--- src/dic_regs.vh ---
`ifndef DIC_REGS_VH
`define DIC_REGS_VH

// =====================================================
// timing
// one millisecond of the 250 MHz system clock
`define DIC_TICK_CYCLES 18'h3_d090
`define DIC_TICK_W 18
`define DIC_DLY_W 16

// =====================================================
// register byte offsets, low address bits decoded
`define DIC_ADR_W 8
`define DIC_ADR_CTRL 8'h00
`define DIC_ADR_ON_DLY 8'h04
`define DIC_ADR_OFF_DLY 8'h08
`define DIC_ADR_STATUS 8'h0c
`define DIC_ADR_IRQ_STAT 8'h10
`define DIC_ADR_IRQ_CLR 8'h14
`define DIC_ADR_IRQ_EN 8'h18

// =====================================================
// control fields
`define DIC_CTRL_W 8
`define DIC_CTRL_RST 8'h04
`define DIC_CTRL_SIM 0
`define DIC_CTRL_INV 1
`define DIC_CTRL_LFD 2
`define DIC_CTRL_EM_LO 3
`define DIC_CTRL_EM_HI 4
`define DIC_CTRL_SUBST 5
`define DIC_CTRL_SIMV 6
`define DIC_CTRL_SIMINV 7
`define DIC_DLY_RST 16'h0000

// error modes
`define DIC_EM_CURRENT 2'h0
`define DIC_EM_SUBST 2'h1
`define DIC_EM_LAST 2'h2

// =====================================================
// status fields
`define DIC_ST_VALUE 0
`define DIC_ST_VALID 1
`define DIC_ST_FAULT 2
`define DIC_ST_ACTIVE 3
`define DIC_ST_RAW 4
`define DIC_ST_COND 5
`define DIC_ST_W 6

// interrupt events
`define DIC_IRQ_W 3
`define DIC_IRQ_CHG 0
`define DIC_IRQ_FLT_SET 1
`define DIC_IRQ_FLT_CLR 2
`define DIC_IRQ_RST 3'h0

`endif

--- src/dic_tick.v ---
`include "dic_regs.vh"

module dic_tick #(
	parameter [`DIC_TICK_W-1:0] TICK_CYCLES = `DIC_TICK_CYCLES
) (
	input wire sys_clk_i,
	input wire sys_rst_i,
	output reg tick_o
);

	reg [`DIC_TICK_W-1:0] cnt_r;

	// =====================================================
	// millisecond enable pulse
	always @(posedge sys_clk_i)
	begin
		if (sys_rst_i)
		begin
			cnt_r <= {`DIC_TICK_W{1'b0}};
			tick_o <= 1'b0;
		end
		else if (cnt_r >= TICK_CYCLES - 1'b1)
		begin
			cnt_r <= {`DIC_TICK_W{1'b0}};
			tick_o <= 1'b1;
		end
		else
		begin
			cnt_r <= cnt_r + 1'b1;
			tick_o <= 1'b0;
		end
	end

endmodule

--- src/dic_delay.v ---
`include "dic_regs.vh"

module dic_delay (
	input wire sys_clk_i,
	input wire sys_rst_i,
	input wire tick_i,
	input wire d_i,
	input wire [`DIC_DLY_W-1:0] on_ms_i,
	input wire [`DIC_DLY_W-1:0] off_ms_i,
	output reg q_o
);

	reg [`DIC_DLY_W-1:0] cnt_r;
	wire [`DIC_DLY_W-1:0] dly;

	// rising edges use the on delay, falling edges the off delay
	assign dly = d_i ? on_ms_i : off_ms_i;

	// =====================================================
	// transition filter
	// first tick may come early, so the delay lies in (n-1, n] ms
	always @(posedge sys_clk_i)
	begin
		if (sys_rst_i)
		begin
			cnt_r <= {`DIC_DLY_W{1'b0}};
			q_o <= 1'b0;
		end
		else if (d_i == q_o)
		begin
			// input fell back before expiry: pulse is dropped
			cnt_r <= {`DIC_DLY_W{1'b0}};
		end
		else if (dly == {`DIC_DLY_W{1'b0}})
		begin
			q_o <= d_i;
		end
		else if (tick_i)
		begin
			if (cnt_r + 1'b1 >= dly)
			begin
				q_o <= d_i;
				cnt_r <= {`DIC_DLY_W{1'b0}};
			end
			else
			begin
				cnt_r <= cnt_r + 1'b1;
			end
		end
	end

endmodule

--- src/dic_top.v ---
// Chosen here: the register offsets and the Wishbone interface to the registers.
`include "dic_regs.vh"

module dic_top #(
	parameter [`DIC_TICK_W-1:0] TICK_CYCLES = `DIC_TICK_CYCLES
) (
	input wire sys_clk_i,
	input wire sys_rst_i,
	input wire wb_cyc_i,
	input wire wb_stb_i,
	input wire wb_we_i,
	input wire [31:0] wb_adr_i,
	input wire [31:0] wb_dat_i,
	input wire [3:0] wb_sel_i,
	output reg [31:0] wb_dat_o,
	output reg wb_ack_o,
	input wire module_active_i,
	input wire field_in_i,
	input wire open_wire_i,
	input wire short_i,
	output reg proc_value_o,
	output reg proc_valid_o,
	output reg fault_o,
	output reg chan_active_o,
	output reg irq_o
);

	// =====================================================
	// helpers
	function [31:0] dic_merge;
		input [31:0] old;
		input [31:0] dat;
		input [3:0] sel;
		integer i;
		begin
			dic_merge = old;
			for (i = 0; i < 4; i = i + 1)
			begin
				if (sel[i])
					dic_merge[i*8 +: 8] = dat[i*8 +: 8];
			end
		end
	endfunction

	function dic_hit;
		input [`DIC_ADR_W-1:0] adr;
		input [`DIC_ADR_W-1:0] match_adr;
		begin
			dic_hit = (adr == match_adr);
		end
	endfunction

	// =====================================================
	// declarations
	reg [2:0] pin_s1_r;
	reg [2:0] pin_s2_r;
	reg [`DIC_CTRL_W-1:0] ctrl_r;
	reg [`DIC_DLY_W-1:0] on_dly_r;
	reg [`DIC_DLY_W-1:0] off_dly_r;
	reg [`DIC_IRQ_W-1:0] irq_stat_r;
	reg [`DIC_IRQ_W-1:0] irq_stat_nxt;
	reg [`DIC_IRQ_W-1:0] irq_en_r;
	reg [`DIC_IRQ_W-1:0] irq_clr;
	reg [`DIC_IRQ_W-1:0] irq_ev;
	reg last_r;
	reg val_nxt;
	reg valid_nxt;
	reg [31:0] rd_nxt;
	reg [31:0] ctrl_wr;
	reg [31:0] on_wr;
	reg [31:0] off_wr;
	wire [`DIC_ADR_W-1:0] adr;
	wire req;
	wire wr;
	wire raw;
	wire inv_in;
	wire cond;
	wire tick;
	wire fault;
	wire active;
	wire [1:0] emode;

	assign adr = wb_adr_i[`DIC_ADR_W-1:0];
	assign req = wb_cyc_i & wb_stb_i & ~wb_ack_o;
	assign wr = req & wb_we_i;
	assign emode = ctrl_r[`DIC_CTRL_EM_HI:`DIC_CTRL_EM_LO];

	// =====================================================
	// pin synchronisers: field, open wire, short
	always @(posedge sys_clk_i)
	begin
		if (sys_rst_i)
		begin
			pin_s1_r <= 3'h0;
			pin_s2_r <= 3'h0;
		end
		else
		begin
			pin_s1_r <= {short_i, open_wire_i, field_in_i};
			pin_s2_r <= pin_s1_r;
		end
	end

	assign raw = pin_s2_r[0];
	assign inv_in = raw ^ ctrl_r[`DIC_CTRL_INV];
	// supervision only counts when enabled
	assign fault = ctrl_r[`DIC_CTRL_LFD] & (pin_s2_r[1] | pin_s2_r[2]);
	// module setting drives the channel; no per-channel override exists
	assign active = module_active_i;

	// =====================================================
	// timebase and on/off delay
	dic_tick #(
		.TICK_CYCLES(TICK_CYCLES)
	) u_tick (
		.sys_clk_i(sys_clk_i),
		.sys_rst_i(sys_rst_i),
		.tick_o(tick)
	);

	dic_delay u_delay (
		.sys_clk_i(sys_clk_i),
		.sys_rst_i(sys_rst_i),
		.tick_i(tick),
		.d_i(inv_in),
		.on_ms_i(on_dly_r),
		.off_ms_i(off_dly_r),
		.q_o(cond)
	);

	// =====================================================
	// process value selection
	always @*
	begin
		val_nxt = cond;
		valid_nxt = 1'b1;
		if (!active)
		begin
			// inactive channel reports nothing usable
			val_nxt = 1'b0;
			valid_nxt = 1'b0;
		end
		else if (ctrl_r[`DIC_CTRL_SIM])
		begin
			val_nxt = ctrl_r[`DIC_CTRL_SIMV];
			valid_nxt = ~ctrl_r[`DIC_CTRL_SIMINV];
		end
		else if (fault)
		begin
			valid_nxt = 1'b0;
			case (emode)
				`DIC_EM_SUBST:
					val_nxt = ctrl_r[`DIC_CTRL_SUBST];
				`DIC_EM_LAST:
					val_nxt = last_r;
				default:
					val_nxt = cond;
			endcase
		end
		else
		begin
			val_nxt = cond;
		end
	end

	// =====================================================
	// output stage and last valid value
	always @(posedge sys_clk_i)
	begin
		if (sys_rst_i)
		begin
			proc_value_o <= 1'b0;
			proc_valid_o <= 1'b0;
			fault_o <= 1'b0;
			chan_active_o <= 1'b0;
			last_r <= 1'b0;
		end
		else
		begin
			proc_value_o <= val_nxt;
			proc_valid_o <= valid_nxt;
			fault_o <= fault & active;
			chan_active_o <= active;
			// frozen while faulted so the pre-fault value survives
			if (!fault)
				last_r <= cond;
		end
	end

	// =====================================================
	// interrupt events
	always @*
	begin
		irq_ev = `DIC_IRQ_RST;
		irq_ev[`DIC_IRQ_CHG] = val_nxt ^ proc_value_o;
		irq_ev[`DIC_IRQ_FLT_SET] = (fault & active) & ~fault_o;
		irq_ev[`DIC_IRQ_FLT_CLR] = ~(fault & active) & fault_o;
		irq_clr = `DIC_IRQ_RST;
		if (wr && dic_hit(adr, `DIC_ADR_IRQ_CLR) && wb_sel_i[0])
			irq_clr = wb_dat_i[`DIC_IRQ_W-1:0];
		// set wins over a clear in the same cycle
		irq_stat_nxt = (irq_stat_r & ~irq_clr) | irq_ev;
	end

	// =====================================================
	// wishbone write path
	always @*
	begin
		ctrl_wr = dic_merge({24'h00_0000, ctrl_r}, wb_dat_i, wb_sel_i);
		on_wr = dic_merge({16'h0000, on_dly_r}, wb_dat_i, wb_sel_i);
		off_wr = dic_merge({16'h0000, off_dly_r}, wb_dat_i, wb_sel_i);
	end

	always @(posedge sys_clk_i)
	begin
		if (sys_rst_i)
		begin
			ctrl_r <= `DIC_CTRL_RST;
			on_dly_r <= `DIC_DLY_RST;
			off_dly_r <= `DIC_DLY_RST;
			irq_en_r <= `DIC_IRQ_RST;
			irq_stat_r <= `DIC_IRQ_RST;
			irq_o <= 1'b0;
		end
		else
		begin
			irq_stat_r <= irq_stat_nxt;
			irq_o <= |(irq_stat_nxt & irq_en_r);
			if (wr)
			begin
				if (dic_hit(adr, `DIC_ADR_CTRL))
					ctrl_r <= ctrl_wr[`DIC_CTRL_W-1:0];
				if (dic_hit(adr, `DIC_ADR_ON_DLY))
					on_dly_r <= on_wr[`DIC_DLY_W-1:0];
				if (dic_hit(adr, `DIC_ADR_OFF_DLY))
					off_dly_r <= off_wr[`DIC_DLY_W-1:0];
				if (dic_hit(adr, `DIC_ADR_IRQ_EN) && wb_sel_i[0])
					irq_en_r <= wb_dat_i[`DIC_IRQ_W-1:0];
			end
		end
	end

	// =====================================================
	// wishbone read path; unmapped reads zero and still acks
	always @*
	begin
		rd_nxt = 32'h0000_0000;
		case (1'b1)
			dic_hit(adr, `DIC_ADR_CTRL):
				rd_nxt[`DIC_CTRL_W-1:0] = ctrl_r;
			dic_hit(adr, `DIC_ADR_ON_DLY):
				rd_nxt[`DIC_DLY_W-1:0] = on_dly_r;
			dic_hit(adr, `DIC_ADR_OFF_DLY):
				rd_nxt[`DIC_DLY_W-1:0] = off_dly_r;
			dic_hit(adr, `DIC_ADR_STATUS):
			begin
				rd_nxt[`DIC_ST_VALUE] = proc_value_o;
				rd_nxt[`DIC_ST_VALID] = proc_valid_o;
				rd_nxt[`DIC_ST_FAULT] = fault_o;
				rd_nxt[`DIC_ST_ACTIVE] = chan_active_o;
				rd_nxt[`DIC_ST_RAW] = raw;
				rd_nxt[`DIC_ST_COND] = cond;
			end
			dic_hit(adr, `DIC_ADR_IRQ_STAT):
				rd_nxt[`DIC_IRQ_W-1:0] = irq_stat_r;
			dic_hit(adr, `DIC_ADR_IRQ_EN):
				rd_nxt[`DIC_IRQ_W-1:0] = irq_en_r;
			default:
				rd_nxt = 32'h0000_0000;
		endcase
	end

	always @(posedge sys_clk_i)
	begin
		if (sys_rst_i)
		begin
			wb_ack_o <= 1'b0;
			wb_dat_o <= 32'h0000_0000;
		end
		else
		begin
			// one-cycle ack; dropped the cycle after it is given
			wb_ack_o <= req;
			if (req && !wb_we_i)
				wb_dat_o <= rd_nxt;
			else
				wb_dat_o <= 32'h0000_0000;
		end
	end

endmodule

--- config.mk ---
export PLATFORM = sky130hd
export DESIGN_NAME = dic_top
export DESIGN_NICKNAME = d
export VERILOG_FILES = /design/src/dic_tick.v /design/src/dic_delay.v /design/src/dic_top.v
export VERILOG_INCLUDE_DIRS = /design/src
export SDC_FILE = /design/constraint.sdc
export NUM_CORES = 1
export LEC_CHECK = 0
export BUFFER_PORTS_ARGS = -buffer_cell sky130_fd_sc_hd__buf_4
export CORE_MARGIN = 1.5
export CORE_UTILIZATION = 50
export DETAILED_ROUTE_END_ITERATION = 12
export GPL_TIMING_DRIVEN = 0
export PLACE_DENSITY = 0.72
export SLEW_MARGIN = 20
export SYNTH_ARGS = -nofsm -noshare
export SYNTH_HDL_FRONTEND = slang
export SYNTH_HIERARCHICAL = 1
export SYNTH_SLANG_ARGS = --single-unit
export TNS_END_PERCENT = 20
--- constraint.sdc ---
create_clock -name sys_clk_i -period 3.6 [get_ports sys_clk_i]
set_input_delay 0.18 -clock sys_clk_i [delete_from_list [all_inputs] [get_ports sys_clk_i]]
set_output_delay 0.18 -clock sys_clk_i [all_outputs]
set_load 0.05 [all_outputs]
==> results of run 1 <==
[how the worst min path moves through the flow]
stage | cells after the start | endpoint | slack, ps | from
4_1_cts | 2 | pin_s1_r[0]$_SDFF_PP0_ | 30 | field_in_i
3_5_place_dp | 2 | pin_s1_r[0]$_SDFF_PP0_ | 400 | field_in_i
2_1_floorplan | 1 | u_delay/q_o$_SDFFE_PP0P_ | 250 | sys_rst_i
5_1_grt | 2 | pin_s1_r[0]$_SDFF_PP0_ | 30 | field_in_i
3_3_place_gp | 2 | pin_s1_r[0]$_SDFF_PP0_ | 390 | field_in_i
6_report | 2 | pin_s1_r[0]$_SDFF_PP0_ | 30 | field_in_i
[synthesized netlist by cell type (4+ instances only)]
library cell | number | area (um^2)
sky130_fd_sc_hd__a22oi_1 | 13 | 97.6
sky130_fd_sc_hd__and3_1 | 4 | 25.0
sky130_fd_sc_hd__a21o_1 | 5 | 37.5
sky130_fd_sc_hd__ha_1 | 20 | 250
sky130_fd_sc_hd__buf_4 | 18 | 135
sky130_fd_sc_hd__inv_1 | 10 | 37.5
sky130_fd_sc_hd__o31ai_1 | 4 | 30.0
sky130_fd_sc_hd__nand4_1 | 10 | 62.6
sky130_fd_sc_hd__nor2b_1 | 15 | 93.8
sky130_fd_sc_hd__o41ai_1 | 4 | 35.0
sky130_fd_sc_hd__dfxtp_1 | 111 | 2220
sky130_fd_sc_hd__nand3_1 | 25 | 125
sky130_fd_sc_hd__clkbuf_1 | 12 | 45.0
sky130_fd_sc_hd__xor2_1 | 12 | 105
sky130_fd_sc_hd__nor2_1 | 79 | 297
sky130_fd_sc_hd__xnor2_1 | 16 | 140
sky130_fd_sc_hd__nor4_1 | 12 | 75.1
sky130_fd_sc_hd__a211oi_1 | 6 | 45.0
sky130_fd_sc_hd__a21oi_1 | 26 | 130
sky130_fd_sc_hd__nand2_1 | 59 | 221
sky130_fd_sc_hd__buf_2 | 7 | 35.0
sky130_fd_sc_hd__o21ai_0 | 5 | 25.0
sky130_fd_sc_hd__and4_1 | 5 | 43.8
sky130_fd_sc_hd__o22ai_1 | 16 | 100
sky130_fd_sc_hd__mux2i_1 | 56 | 561
sky130_fd_sc_hd__nor3_1 | 20 | 100
sky130_fd_sc_hd__or4_1 | 6 | 45.0
sky130_fd_sc_hd__a22o_1 | 7 | 61.3
[layer usage]
metal  vias to the layer above  share of wire [%]
met5                         -                  0
met4                         0                1.4
met3                        17                4.4
met2                       121                 48
met1                      2351                 46
li1                       2437                  -
[layout make-up]
class	instances	area [um^2]
fill	981	4310
multi-input combinational	491	3240
sequential	111	2220
timing repair buffer	56	420
buffer	41	246
clock buffer	11	233
tap	140	175
clock inverter	5	51.3
inverter	10	37.5
[power by group through the flow]
stage	Combinational, W	Clock, W	Sequential, W
6_report	0.000182	0.000963	0.00124
5_1_grt	0.000196	0.00103	0.00125
4_1_cts	0.000181	0.000976	0.00124
3_5_place_dp	0.000180	0	0.00127
2_1_floorplan	0.000109	0	0.00128
3_3_place_gp	0.000178	0	0.00127
[placed cells by master, fill, tap and decap left out, drive strengths merged, types with 3 or more instances in the layout]
master  Yosys  routed
conb        1      16
ha         20      20
a21oi      27      27
and3        5       5
xnor2      16      16
nand2b      3       3
and2        4       4
o41ai       5       5
dfxtp     111     111
a22oi      13      13
or2         3       3
o21ai       6       6
a21o        5       5
nor4       12      12
mux2i      56      56
or4         7       7
buf        29      85
xor2       13      13
nor2       82      82
nand2      59      59
nand3      27      27
and4        6       6
a211oi      6       6
clkbuf     12      23
o22ai      17      17
nor2b      15      15
or3         3       3
inv        10      14
a22o        7       7
o31ai       4       4
nor3       21      21
nand4      11      11
[metrics by stage]
step,TNS [ps],hold slack (ps),area (um^2),power [W]
global placement,-616,393,6320,0.00145
global route,0,31.2,6620,0.00247
detailed placement,-1230,396,6320,0.00145
finish,0,32.9,6620,0.00239
floorplan,0,249,5730,0.00139
CTS,0,26.0,6610,0.00240
[cells by family after synthesis]
family	share of synthesized area [%]
compound gates	12.7
flops	39.2
buf+inv	4.99
simple gates	24.0
xor+xnor	4.61
other cells	0.0661
mux	10.1
fa+ha+maj	4.41
[worst reg2reg max path, stage by stage, from the launching register on]
cell	delay, ps
sky130_fd_sc_hd__dfxtp_1	420
sky130_fd_sc_hd__xor2_2	310
sky130_fd_sc_hd__buf_4	260
sky130_fd_sc_hd__buf_2	330
sky130_fd_sc_hd__mux2i_1	260
sky130_fd_sc_hd__ha_1	270
sky130_fd_sc_hd__nor2b_1	140
sky130_fd_sc_hd__o211a_1	210
sky130_fd_sc_hd__o311ai_2	320
sky130_fd_sc_hd__nand4_1	210
sky130_fd_sc_hd__buf_2	260
sky130_fd_sc_hd__nor4_1	210
sky130_fd_sc_hd__a21o_1	110
[timing repair]
action                                  CTS  global route
resized for setup                         1             2
pin swaps                                 0             0
endpoints found under the setup margin   17            11
[sequential cells by signal, indices dropped and copies added, names as in the netlist]
signal         count
u_tick/cnt_r      18
u_tick/tick_o      1
fault_o            1
proc_value_o       1
pin_s1_r           3
wb_ack_o           1
ctrl_r             8
irq_stat_r         3
wb_dat_o          16
u_delay/q_o        1
pin_s2_r           3
last_r             1
proc_valid_o       1
irq_en_r           3
on_dly_r          16
irq_o              1
u_delay/cnt_r     16
chan_active_o      1
off_dly_r         16
==> impl_table.tex, run 1 <==
\begin{tabular}{lr}
\hline
Metric & Value \\
\hline
\multicolumn{2}{l}{\textbf{Global routing}} \\
\quad Remaining global-route overflow & 0 \\
\quad Combined global-route utilization of all metal layers & 24.0\% \\
\quad Pin count of the biggest net entering global routing & 20 \\
\quad Grt met2 use & roughly two fifths \\
\quad Wire length of the first global-routing pass & between 20 and 25 mm \\
\quad Number of antenna violations at the first check in global routing & 0 \\
\quad Vias in the first global route & 4,529 \\
\quad GR Layer Usage met1 & 32.6\% \\
\quad GR Util met3 & 4.98\% \\
\quad Peak-usage layer in the global routing report & met2 \\
\multicolumn{2}{l}{\textbf{Route}} \\
\quad Total DRC errors in the routed layout & 0 \\
\quad Final routed wirelength across all metal layers & 14.1 mm \\
\quad Drt pass-1 iters & 6 \\
\quad Antenna Nets Post-Route & 0 \\
\quad Vias per inst & roughly 5.7 \\
\quad Post-detailed-route wirelength per cell & 16.3 um \\
\quad DRC marker count from the first detailed-route iteration & slightly below 500 \\
\quad Via Count & 4,926 \\
\multicolumn{2}{l}{\textbf{Setup path}} \\
\quad Arrival @ worst endpoint & 3670 ps \\
\quad Startpoint of the lowest-slack register-to-register path & ctrl\_r[1]\$\_SDFFE\_PP0P\_ \\
\quad Cell-by-cell listing of the critical path & xor2\_2, buf\_4, buf\_2, mux2i\_1, ha\_1, nor2b\_1, o211a\_1, o311ai\_2, nand4\_1, buf\_2, nor4\_1, a21o\_1 \\
\quad Beginning of the critical path & ctrl\_r[1]\$\_SDFFE\_PP0P\_ \\
\quad Crit Path Class & flop to flop \\
\quad Crit path max fanout & 10 \\
\quad CP peak stage delay & about 420 ps \\
\quad Setup crit end & u\_delay/cnt\_r[9]\$\_SDFFE\_PP0P\_ \\
\quad Dominant delay contributor by cell family on the critical path & buffers and inverters \\
\quad Cell with the largest stage delay on the worst path & sky130\_fd\_sc\_hd\_\_dfxtp\_1 \\
\quad Critical path capture point type & flop \\
\quad Critical Path Source Type & flop \\
\quad Cells on worst reg2reg path & 12 \\
\quad Number of buffers and inverters on the critical path & 3 \\
\quad Most numerous cell on the critical path & sky130\_fd\_sc\_hd\_\_buf\_2 \\
\quad Worst path depth & 12 \\
\quad Required time of the critical path & $\sim$3900 ps \\
\quad Reg-to-Reg End & u\_delay/cnt\_r[9]\$\_SDFFE\_PP0P\_ \\
\quad Setup slack, reg-to-reg & 230 ps \\
\multicolumn{2}{l}{\textbf{Cells and area}} \\
\quad Synth-to-Final Area Change & 16.7\% \\
\quad Final cell utilization of the core & 60.5\% \\
\quad Final std cells w/o fill & 865 \\
\quad Ant. Diodes & 0 \\
\quad Final Net Count & 817 \\
\quad Share of cells above drive strength 1 & between 10\% and 20\% \\
\multicolumn{2}{l}{\textbf{Power and ir drop}} \\
\quad Proportion of total power due to net switching & approximately a quarter \\
\quad Fraction of power consumed by combinational cells & 7.6\% \\
\quad Proportion of power drawn by the clock network & about two fifths \\
\quad Sequential group share of total power & 52.1\% \\
\quad Static leakage & 2.71 nW \\
\quad Pwr/cell area & 361 nW/um\^{}2 \\
\quad Design internal power & 0.00179 W \\
\quad Peak VDD IR & 0.319 mV \\
\quad Power dissipated by switching net loads & 0.000602 W \\
\multicolumn{2}{l}{\textbf{Timing}} \\
\quad Worst path setup slack after routing & 233 ps \\
\quad Minimum period implied by the final worst setup slack & 3370 ps \\
\quad Max Clock Freq & about 0.3 GHz \\
\quad Setup-violating endpoint count in the final report & 0 \\
\quad Tcrit/Tclk final & 93.5\% \\
\quad Unrepaired setup endpoints after global routing & no \\
\quad Normalized max-slew margin & between 50\% and 60\% \\
\quad Final setup skew & 6.38 ps \\
\quad Total count of hold-check failures in the final report & 0 \\
\quad Total count of max-transition violations in the final report & 0 \\
\quad Transition time at the pin with the least slew margin & 660 ps \\
\multicolumn{2}{l}{\textbf{Placement}} \\
\quad Place WS & -167 ps \\
\quad Final GP Congestion & 0.903 \\
\quad Number of placed instances, taps included & 849 \\
\quad Port bufs & 56 \\
\quad DP Wirelength & 10.6 mm \\
\multicolumn{2}{l}{\textbf{Clock network}} \\
\quad Clk Tree Root Cell & sky130\_fd\_sc\_hd\_\_clkbuf\_16 \\
\quad H-tree depth & 3 \\
\quad Clock transition time at the flip-flop clock pins of the worst setup and hold paths & 70 ps \\
\quad Clock latency of the later-clocked register in the worst-skew pair & 350 ps \\
\quad Buffer depth of the longest clock path & 2 \\
\quad CTS tree & yes \\
\quad TritonCTS Sinks & 111 \\
\quad TritonCTS buffer count & 9 \\
\quad \# hold bufs at CTS & 0 \\
\quad Buffer count from post-CTS setup fixing & 0 \\
\multicolumn{2}{l}{\textbf{Logic synthesis}} \\
\quad Gate Count Post-Synth & 638 \\
\quad Post-synthesis sequential element count & 111 \\
\quad Total of warnings raised by yosys & 6 \\
\quad Primary FF master, synth & sky130\_fd\_sc\_hd\_\_dfxtp\_1 \\
\quad Fraction of registers with async set or reset after synthesis & 0\% \\
\quad Fraction of the yosys area taken by sequential cells & just under 40\% \\
\quad Number of flops mapped to enable cells by yosys & 0 \\
\quad Area of the mapped netlist & roughly 5700 um\^{}2 \\
\quad Unique masters post-synth & 68 \\
\quad Average instance area after synthesis & between 8 and 9 um\^{}2 \\
\multicolumn{2}{l}{\textbf{Floorplanning}} \\
\quad Initial Util & between 50 and 60\% \\
\quad Die outline area & around 12,000 um\^{}2 \\
\quad Std cell rows & 38 \\
\quad Die Span Y & 110 um \\
\quad I/O pin cnt & about 120 \\
\quad Die span in x & 110 um \\
\quad Std-Cell Core Area & 10,900 um\^{}2 \\
\multicolumn{2}{l}{\textbf{Min path}} \\
\quad Path type of the worst min-delay path & input port to flop \\
\multicolumn{2}{l}{\textbf{Job}} \\
\quad Maximum Capacitance Violations & 0 \\
\multicolumn{2}{l}{\textbf{Status}} \\
\quad Status & complete, no violations \\
\hline
\end{tabular}
Note: power is estimated with default switching activity, not from simulation.
==> inputs of run 2 (changes only) <==
PLACE_DENSITY = 0.74   (was 0.72)
==> impl_table.tex, run 2 (same netlist as run 1, synthesis figures left out) <==
\begin{tabular}{lr}
\hline
Metric & Value \\
\hline
\multicolumn{2}{l}{\textbf{Placement}} \\
\quad Placed cell areas & 6320 um\^{}2 (unchanged) \\
\quad DP Wirelength & 10.5 mm (-1.1\%) \\
\quad Port bufs & 56 (unchanged) \\
\quad Final GP Congestion & 0.937 (+3.7\%) \\
\multicolumn{2}{l}{\textbf{Timing}} \\
\quad Tcrit/Tclk final & 92.1\% (-1.4 points) \\
\quad Normalized max-slew margin & 53.5\% (-2.1 points) \\
\quad Unrepaired setup endpoints after global routing & no \\
\quad Total count of max-transition violations in the final report & 0 (unchanged) \\
\quad Max Clock Freq & 0.301 GHz (+1.5\%) \\
\quad Final setup TNS & 0 ps (unchanged) \\
\quad Transition time at the pin with the least slew margin & 691 ps (+31.8 ps) \\
\quad Hold Slack & 33.8 ps (+0.866 ps) \\
\quad Total count of hold-check failures in the final report & 0 (unchanged) \\
\quad Minimum period implied by the final worst setup slack & 3320 ps (-49.8 ps) \\
\quad Setup-violating endpoint count in the final report & 0 (unchanged) \\
\quad Final setup skew & 8.62 ps (+2.24 ps) \\
\multicolumn{2}{l}{\textbf{Power and ir drop}} \\
\quad Peak VDD IR & 0.294 mV (-7.7\%) \\
\quad Design internal power & 0.00182 W (+1.5\%) \\
\quad Proportion of power drawn by the clock network & 40.7\% (+0.4 points) \\
\quad Sequential group share of total power & 51.7\% (-0.4 points) \\
\quad Fraction of power consumed by combinational cells & 7.6\% (about the same) \\
\quad Proportion of total power due to net switching & 24.6\% (-0.58 points) \\
\quad Static leakage & 2.72 nW (+0.16\%) \\
\quad Pwr/cell area & 363 nW/um\^{}2 (+0.59\%) \\
\quad Power dissipated by switching net loads & 0.000592 W (-1.6\%) \\
\multicolumn{2}{l}{\textbf{Clock network}} \\
\quad Clk Tree Root Cell & sky130\_fd\_sc\_hd\_\_clkbuf\_16 \\
\quad H-tree depth & 3 (unchanged) \\
\quad Buffer depth of the longest clock path & 2 (unchanged) \\
\quad Clock transition time at the flip-flop clock pins of the worst setup and hold paths & 70 ps (about the same) \\
\quad Clock latency of the later-clocked register in the worst-skew pair & 350 ps (about the same) \\
\quad CTS tree & yes \\
\quad TritonCTS buffer count & 9 (unchanged) \\
\quad TritonCTS Sinks & 111 (unchanged) \\
\multicolumn{2}{l}{\textbf{Setup path}} \\
\quad Cell-by-cell listing of the critical path & xor2\_2, buf\_4, buf\_2, mux2i\_1, ha\_1, nor2b\_1, o211a\_1, o311ai\_2, nand4\_1, nor2\_2, a22o\_1 \\
\quad Worst path depth & 11 (-1) \\
\quad Critical path capture point type & flop \\
\quad Reg-to-Reg End & u\_delay/cnt\_r[8]\$\_SDFFE\_PP0P\_ \\
\quad Critical Path Source Type & flop \\
\quad Startpoint of the lowest-slack register-to-register path & ctrl\_r[1]\$\_SDFFE\_PP0P\_ \\
\quad Cells on worst reg2reg path & 11 (-1) \\
\quad CP peak stage delay & 400 ps (-20 ps) \\
\quad Number of buffers and inverters on the critical path & 2 (-1) \\
\quad Required time of the critical path & 3900 ps (about the same) \\
\quad Crit Path Class & flop to flop \\
\quad Arrival @ worst endpoint & 3610 ps (-60 ps) \\
\quad Cell with the largest stage delay on the worst path & sky130\_fd\_sc\_hd\_\_dfxtp\_1 \\
\quad Dominant delay contributor by cell family on the critical path & compound AO/OA/AOI/OAI gates \\
\quad Setup slack, reg-to-reg & 280 ps (+50 ps) \\
\quad Crit path max fanout & 10 (unchanged) \\
\multicolumn{2}{l}{\textbf{Route}} \\
\quad Antenna Nets Post-Route & 0 (unchanged) \\
\quad Via Count & 5,009 (+1.7\%) \\
\quad Total DRC errors in the routed layout & 0 (unchanged) \\
\quad Post-detailed-route wirelength per cell & 16.4 um (+0.33\%) \\
\quad Vias per inst & 5.79 (+1.7\%) \\
\quad Final routed wirelength across all metal layers & 14.2 mm (+0.33\%) \\
\quad Drt pass-1 iters & 5 (-1) \\
\quad DRC marker count from the first detailed-route iteration & 476 (-2.7\%) \\
\multicolumn{2}{l}{\textbf{Floorplanning}} \\
\quad I/O pin cnt & 115 (unchanged) \\
\quad Die Span Y & 110 um (unchanged) \\
\quad Initial Util & 51.9\% (unchanged) \\
\quad Std cell rows & 38 (unchanged) \\
\quad Std-Cell Core Area & 10,900 um\^{}2 (unchanged) \\
\quad Die span in x & 110 um (unchanged) \\
\quad Die outline area & 12,000 um\^{}2 (unchanged) \\
\multicolumn{2}{l}{\textbf{Global routing}} \\
\quad Wire length of the first global-routing pass & 22.4 mm (+0.65\%) \\
\quad Pin count of the biggest net entering global routing & 19 (-5.0\%) \\
\quad Vias in the first global route & 4,555 (+0.57\%) \\
\quad Combined global-route utilization of all metal layers & 24.1\% (+0.099 points) \\
\quad Remaining global-route overflow & 0 (unchanged) \\
\quad Number of antenna violations at the first check in global routing & 0 (unchanged) \\
\multicolumn{2}{l}{\textbf{Cells and area}} \\
\quad Ant. Diodes & 0 (unchanged) \\
\quad Area occupied by multi-input gates & 3240 um\^{}2 (unchanged) \\
\quad Most frequent standard cell in the layout excluding fill and tap cells & sky130\_fd\_sc\_hd\_\_dfxtp\_1 \\
\quad Synth-to-Final Area Change & 16.9\% \\
\quad Final Cell Area & 6630 um\^{}2 (+0.11\%) \\
\quad \# fillers & 974 (-0.71\%) \\
\quad Final cell utilization of the core & 60.6\% (+0.069 points) \\
\quad Most frequent cells in the layout & sky130\_fd\_sc\_hd\_\_dfxtp\_1, sky130\_fd\_sc\_hd\_\_nor2\_1, sky130\_fd\_sc\_hd\_\_buf\_4 \\
\quad Share of cells above drive strength 1 & 16.8\% (+0.28 points) \\
\quad Final Net Count & 817 (unchanged) \\
\quad Area of all sequential standard cells & 2220 um\^{}2 (unchanged) \\
\quad Largest register by flop count & u\_tick/cnt\_r \\
\quad Number of flip-flops in the largest register & 18 (unchanged) \\
\multicolumn{2}{l}{\textbf{Min path}} \\
\quad Worst hold start & field\_in\_i \\
\quad Number of instances on the worst hold path & 2 (unchanged) \\
\quad Sink of the worst hold path & pin\_s1\_r[0]\$\_SDFF\_PP0\_ \\
\quad Path type of the worst min-delay path & input port to flop \\
\multicolumn{2}{l}{\textbf{Job}} \\
\quad Maximum Capacitance Violations & 0 (unchanged) \\
\multicolumn{2}{l}{\textbf{Status}} \\
\quad Status & complete, no violations \\
\hline
\end{tabular}
[run 2: changes by cell type in the layout (fill, tap and decap cells not counted)]
cell | previous run | this run
sky130_fd_sc_hd__clkbuf_1 | 14 | 12
sky130_fd_sc_hd__clkbuf_8 | 0 | 2
sky130_fd_sc_hd__inv_6 | 4 | 2
sky130_fd_sc_hd__clkinv_2 | 0 | 1
sky130_fd_sc_hd__clkinv_4 | 0 | 1
sky130_fd_sc_hd__clkinv_8 | 1 | 0
sky130_fd_sc_hd__clkinvlp_4 | 0 | 1
[run 2: timing repair]
action / 4_1_cts / 5_1_grt
buffers inserted: 0 / 0
endpoints found under the setup margin: 10 / 9
pin swaps: 0 / 0
hold buffers: 0 / 0
gates resized for setup: 1 / 2
[run 2: power by group through the flow]
stage / logic [W] / clock network [W] / registers, W
2_1_floorplan: 0.000109 / 0 / 0.00128
3_3_place_gp: 0.000177 / 0 / 0.00127
3_5_place_dp: 0.000179 / 0 / 0.00127
4_1_cts: 0.000180 / 0.000991 / 0.00124
5_1_grt: 0.000195 / 0.00104 / 0.00125
6_report: 0.000183 / 0.000979 / 0.00125
[run 2: final cells by class]
type	count	area share (%)
multi-input combinational	491	48.8
tap	140	2.64
inverter	10	0.566
sequential	111	33.5
clock inverter	5	0.585
timing repair buffer	56	6.34
clock buffer	11	3.81
buffer	41	3.72
[run 2: routing by layer]
layer  up-vias  routed length [um]  track usage (%)
met1      2389                6320             32.4
met5         -                   0                0
li1       2431                   -                -
met2       164                6810             38.3
met3        25                 748             4.56
met4         0                 301             9.37
[run 2: worst max-delay path by stage]
stage / startpoint / to / slack (ps)
6_report: ctrl_r[1]$_SDFFE_PP0P_ / u_delay/cnt_r[8]$_SDFFE_PP0P_ / 280
5_1_grt: u_delay/cnt_r[0]$_SDFFE_PP0P_ / u_delay/cnt_r[4]$_SDFFE_PP0P_ / 80
4_1_cts: ctrl_r[1]$_SDFFE_PP0P_ / u_delay/cnt_r[8]$_SDFFE_PP0P_ / 170
3_5_place_dp: ctrl_r[1]$_SDFFE_PP0P_ / u_delay/cnt_r[8]$_SDFFE_PP0P_ / -140
3_3_place_gp: ctrl_r[1]$_SDFFE_PP0P_ / u_delay/cnt_r[4]$_SDFFE_PP0P_ / -100
2_1_floorplan: ctrl_r[1]$_SDFFE_PP0P_ / u_delay/cnt_r[9]$_SDFFE_PP0P_ / 510
[run 2: through the flow]
step,worst slack [ps],instances,power [W]
finish,283,865,0.00241
global route,79.4,865,0.00248
CTS,167,865,0.00242
detailed placement,-135,849,0.00145
global placement,-102,849,0.00145
floorplan,508,653,0.00139
==> inputs of run 3 (changes only) <==
ABC_AREA = 1   (was default)
PLACE_DENSITY = 0.73   (was 0.74)
==> impl_table.tex, run 3 <==
\begin{tabular}{lr}
\hline
Metric & Value \\
\hline
\multicolumn{2}{l}{\textbf{Status}} \\
\quad Status & complete, no violations \\
\multicolumn{2}{l}{\textbf{Timing}} \\
\quad Transition time at the pin with the least slew margin & 735 ps (+43.8 ps) \\
\quad Normalized max-slew margin & 51.0\% (-2.5 points) \\
\quad Total count of max-transition violations in the final report & 0 (unchanged) \\
\quad Final setup skew & 8.15 ps (-0.468 ps) \\
\quad Total count of hold-check failures in the final report & 0 (unchanged) \\
\quad Setup-violating endpoint count in the final report & 0 (unchanged) \\
\quad Max Clock Freq & 0.308 GHz (+2.2\%) \\
\quad Minimum period implied by the final worst setup slack & 3250 ps (-72.0 ps) \\
\quad Unrepaired setup endpoints after global routing & no \\
\quad Tcrit/Tclk final & 90.1\% (-2.0 points) \\
\quad Final setup TNS & 0 ps (unchanged) \\
\multicolumn{2}{l}{\textbf{Logic synthesis}} \\
\quad Share of synthesized cell area in and, or, nand and nor gates & 31.4\% (+7.5 points) \\
\quad Average instance area after synthesis & 6.85 um\^{}2 (-23\%) \\
\quad Area of the mapped netlist & 6060 um\^{}2 (+6.9\%) \\
\quad Number of flops mapped to enable cells by yosys & 0 (unchanged) \\
\quad Unique masters post-synth & 39 (-43\%) \\
\quad Total of warnings raised by yosys & 6 (unchanged) \\
\quad Most frequent cell after synthesis & sky130\_fd\_sc\_hd\_\_nand2\_1 \\
\quad Combinational family with the most area after synthesis & simple AND/OR/NAND/NOR gates \\
\quad Ranking of synthesized cells by instance count & sky130\_fd\_sc\_hd\_\_nand2\_1, sky130\_fd\_sc\_hd\_\_nor2\_1, sky130\_fd\_sc\_hd\_\_dfxtp\_1, sky130\_fd\_sc\_hd\_\_inv\_1, sky130\_fd\_sc\_hd\_\_o21ai\_0 \\
\quad Top cell type's share of synthesized area & 36.6\% (-2.5 points) \\
\quad Top cells by area in the synthesized netlist & sky130\_fd\_sc\_hd\_\_dfxtp\_1, sky130\_fd\_sc\_hd\_\_nand2\_1, sky130\_fd\_sc\_hd\_\_nor2\_1 \\
\quad Gate Count Post-Synth & 885 (+39\%) \\
\quad Post-Synth XOR/XNOR Area & 2.74\% (-1.9 points) \\
\quad Mux contribution to synthesized area & 0\% (-10 points) \\
\quad Fraction of registers with async set or reset after synthesis & 0\% (unchanged) \\
\quad Post-synthesis compound-gate area fraction & 12.9\% (+0.19 points) \\
\quad Library cell with the largest summed area after synthesis & sky130\_fd\_sc\_hd\_\_dfxtp\_1 \\
\quad Primary FF master, synth & sky130\_fd\_sc\_hd\_\_dfxtp\_1 \\
\quad Fraction of the yosys area taken by sequential cells & 36.6\% (-2.5 points) \\
\quad Arithmetic-cell share of the synthesized area counting full adders, half adders and majority gates & 4.13\% (-0.28 points) \\
\quad Post-synthesis sequential element count & 111 (unchanged) \\
\multicolumn{2}{l}{\textbf{Setup path}} \\
\quad Critical Path Source Type & flop \\
\quad Cell with the largest stage delay on the worst path & sky130\_fd\_sc\_hd\_\_a21oi\_1 \\
\quad CP peak stage delay & 490 ps (+90 ps) \\
\quad Most numerous cell on the critical path & sky130\_fd\_sc\_hd\_\_nor2\_1 \\
\quad Setup slack, reg-to-reg & 350 ps (+70 ps) \\
\quad Crit path max fanout & 10 (unchanged) \\
\quad Required time of the critical path & 3900 ps (about the same) \\
\quad Crit Path Class & flop to flop \\
\quad Arrival @ worst endpoint & 3550 ps (-60 ps) \\
\quad Cell-by-cell listing of the critical path & xor2\_1, inv\_2, buf\_6, o21ai\_0, inv\_1, ha\_1, a21oi\_1, o21ai\_0, a21oi\_1, buf\_2, nand3\_1, nor2\_1, nor2\_1, nor2\_1 \\
\quad Startpoint of the lowest-slack register-to-register path & pin\_s2\_r[0]\$\_SDFF\_PP0\_ \\
\quad Critical path capture point type & flop \\
\quad Beginning of the critical path & pin\_s2\_r[0]\$\_SDFF\_PP0\_ \\
\multicolumn{2}{l}{\textbf{Floorplanning}} \\
\quad Std-Cell Core Area & 11,900 um\^{}2 (+8.9\%) \\
\quad Std cell rows & 40 (+5.3\%) \\
\quad Die Span Y & 113 um (+3.3\%) \\
\quad Die outline area & 12,800 um\^{}2 (+6.7\%) \\
\quad Die span in x & 113 um (+3.3\%) \\
\quad I/O pin cnt & 115 (unchanged) \\
\quad Initial Util & 50.9\% (-0.96 points) \\
\multicolumn{2}{l}{\textbf{Route}} \\
\quad DRC marker count from the first detailed-route iteration & 426 (-11\%) \\
\quad Final routed wirelength across all metal layers & 14.5 mm (+2.3\%) \\
\quad Vias per inst & 5.01 (-14\%) \\
\quad Total DRC errors in the routed layout & 0 (unchanged) \\
\quad Via Count & 5,602 (+12\%) \\
\quad Post-detailed-route wirelength per cell & 13.0 um (-21\%) \\
\quad Antenna Nets Post-Route & 0 (unchanged) \\
\quad Drt pass-1 iters & 5 (unchanged) \\
\multicolumn{2}{l}{\textbf{Clock network}} \\
\quad Clk Tree Root Cell & sky130\_fd\_sc\_hd\_\_clkbuf\_16 \\
\quad Clock transition time at the flip-flop clock pins of the worst setup and hold paths & 80 ps (about the same) \\
\quad Buffer count from post-CTS setup fixing & 0 (unchanged) \\
\quad \# hold bufs at CTS & 0 (unchanged) \\
\quad Clock latency of the later-clocked register in the worst-skew pair & 360 ps (about the same) \\
\quad Post-cts resize count & 0 (-1) \\
\quad TritonCTS buffer count & 9 (unchanged) \\
\quad CTS tree & yes \\
\quad Buffer depth of the longest clock path & 2 (unchanged) \\
\quad H-tree depth & 3 (unchanged) \\
\quad TritonCTS Sinks & 111 (unchanged) \\
\multicolumn{2}{l}{\textbf{Global routing}} \\
\quad Number of antenna violations at the first check in global routing & 0 (unchanged) \\
\quad Wire length of the first global-routing pass & 23.8 mm (+6.3\%) \\
\quad Pin count of the biggest net entering global routing & 20 (+1) \\
\quad Remaining global-route overflow & 0 (unchanged) \\
\quad Combined global-route utilization of all metal layers & 23.3\% (-0.79 points) \\
\quad Vias in the first global route & 5,027 (+10\%) \\
\multicolumn{2}{l}{\textbf{Power and ir drop}} \\
\quad Pwr/cell area & 357 nW/um\^{}2 (-1.6\%) \\
\quad Peak VDD IR & 0.406 mV (+38\%) \\
\quad Static leakage & 3.03 nW (+12\%) \\
\multicolumn{2}{l}{\textbf{Cells and area}} \\
\quad Most frequent standard cell in the layout excluding fill and tap cells & sky130\_fd\_sc\_hd\_\_nand2\_1 \\
\quad Ant. Diodes & 0 (unchanged) \\
\quad Final Net Count & 1,064 (+30\%) \\
\quad Synth-to-Final Area Change & 16.1\% \\
\quad Most frequent cells in the layout & sky130\_fd\_sc\_hd\_\_nand2\_1, sky130\_fd\_sc\_hd\_\_nor2\_1, sky130\_fd\_sc\_hd\_\_inv\_1, sky130\_fd\_sc\_hd\_\_dfxtp\_1, sky130\_fd\_sc\_hd\_\_buf\_4 \\
\quad Share of cells above drive strength 1 & 15.4\% (-1.4 points) \\
\quad Largest register by flop count & u\_tick/cnt\_r \\
\quad Number of flip-flops in the largest register & 18 (unchanged) \\
\quad Final Cell Area & 7040 um\^{}2 (+6.2\%) \\
\multicolumn{2}{l}{\textbf{Placement}} \\
\quad DP Wirelength & 10.9 mm (+3.6\%) \\
\quad Final GP Congestion & 0.903 (-3.6\%) \\
\quad Port bufs & 56 (unchanged) \\
\quad Placed cell areas & 6720 um\^{}2 (+6.3\%) \\
\multicolumn{2}{l}{\textbf{Min path}} \\
\quad Worst hold start & open\_wire\_i \\
\quad Path type of the worst min-delay path & input port to flop \\
\multicolumn{2}{l}{\textbf{Job}} \\
\quad Maximum Capacitance Violations & 0 (unchanged) \\
\hline
\end{tabular}
[run 3: metal layers]
| metal | wire length [um] | GRT usage [%] | vias to the layer above |
|---|---|---|---|
| li1 | - | - | 2922 |
| met1 | 6680 | 30.7 | 2474 |
| met2 | 6500 | 37.1 | 175 |
| met3 | 968 | 5.89 | 31 |
| met4 | 359 | 8.67 | 0 |
| met5 | 0 | 0 | - |
[run 3: final timing paths]
| check | to | cells after the start |
|---|---|---|
| setup reg to reg | u_delay/cnt_r[5]$_SDFFE_PP0P_ | 14 |
| setup / recovery | u_delay/cnt_r[5]$_SDFFE_PP0P_ | 14 |
| hold / removal | pin_s1_r[1]$_SDFF_PP0_ | 3 |
| hold reg to reg | pin_s2_r[0]$_SDFF_PP0_ | 2 |
[run 3: cell type report]
class	count	area, um^2
Fill cell	1159	4870
Multi-Input combinational cell	630	3170
Sequential cell	111	2220
Inverter	120	457
Timing Repair Buffer	56	420
Buffer	39	275
Clock buffer	10	239
Tap cell	147	184
Clock inverter	6	76.3
[run 3: critical path, delay by kind of cell, from the launching register on]
family / cells / cell delay [ps]
adders and majority gates: 1 / 300
AOI/OAI and AO/OA: 4 / 1010
xor gates and xnor gates: 1 / 430
buffers and inverters: 4 / 710
DFF: 1 / 390
and+or+nand+nor: 4 / 350
[run 3: kinds of logic after synthesis]
group                    after synthesis
AND/OR/NAND/NOR                      437
buffers and inverters                159
AO/OA/AOI/OAI                        138
flip-flops                           111
adder cells (fa/ha/maj)               20
XOR/XNOR                              19
other                                  1
[run 3: power breakdown]
part / leakage [nW] / internal [W] / total, W / switching (W)
logic: 1.98 / 0.0000686 / 0.000204 / 0.000136
registers: 0.897 / 0.00124 / 0.00125 / 0.00000933
clock network: 0.156 / 0.000572 / 0.00106 / 0.000490
total: 3.03 / 0.00188 / 0.00251 / 0.000635
[run 3: per-stage QoR]
stage	util [%]	hold WS [ps]	std cells	worst slack, ps	power (W)
final	59.1	14.1	1119	355	0.00251
after global routing	59.1	8.68	1119	49.3	0.00259
after CTS	59.1	5.99	1119	356	0.00253
after detailed placement	56.4	388	1103	373	0.00148
after global placement	56.4	385	1103	394	0.00148
after floorplan	-	249	900	1090	0.00141
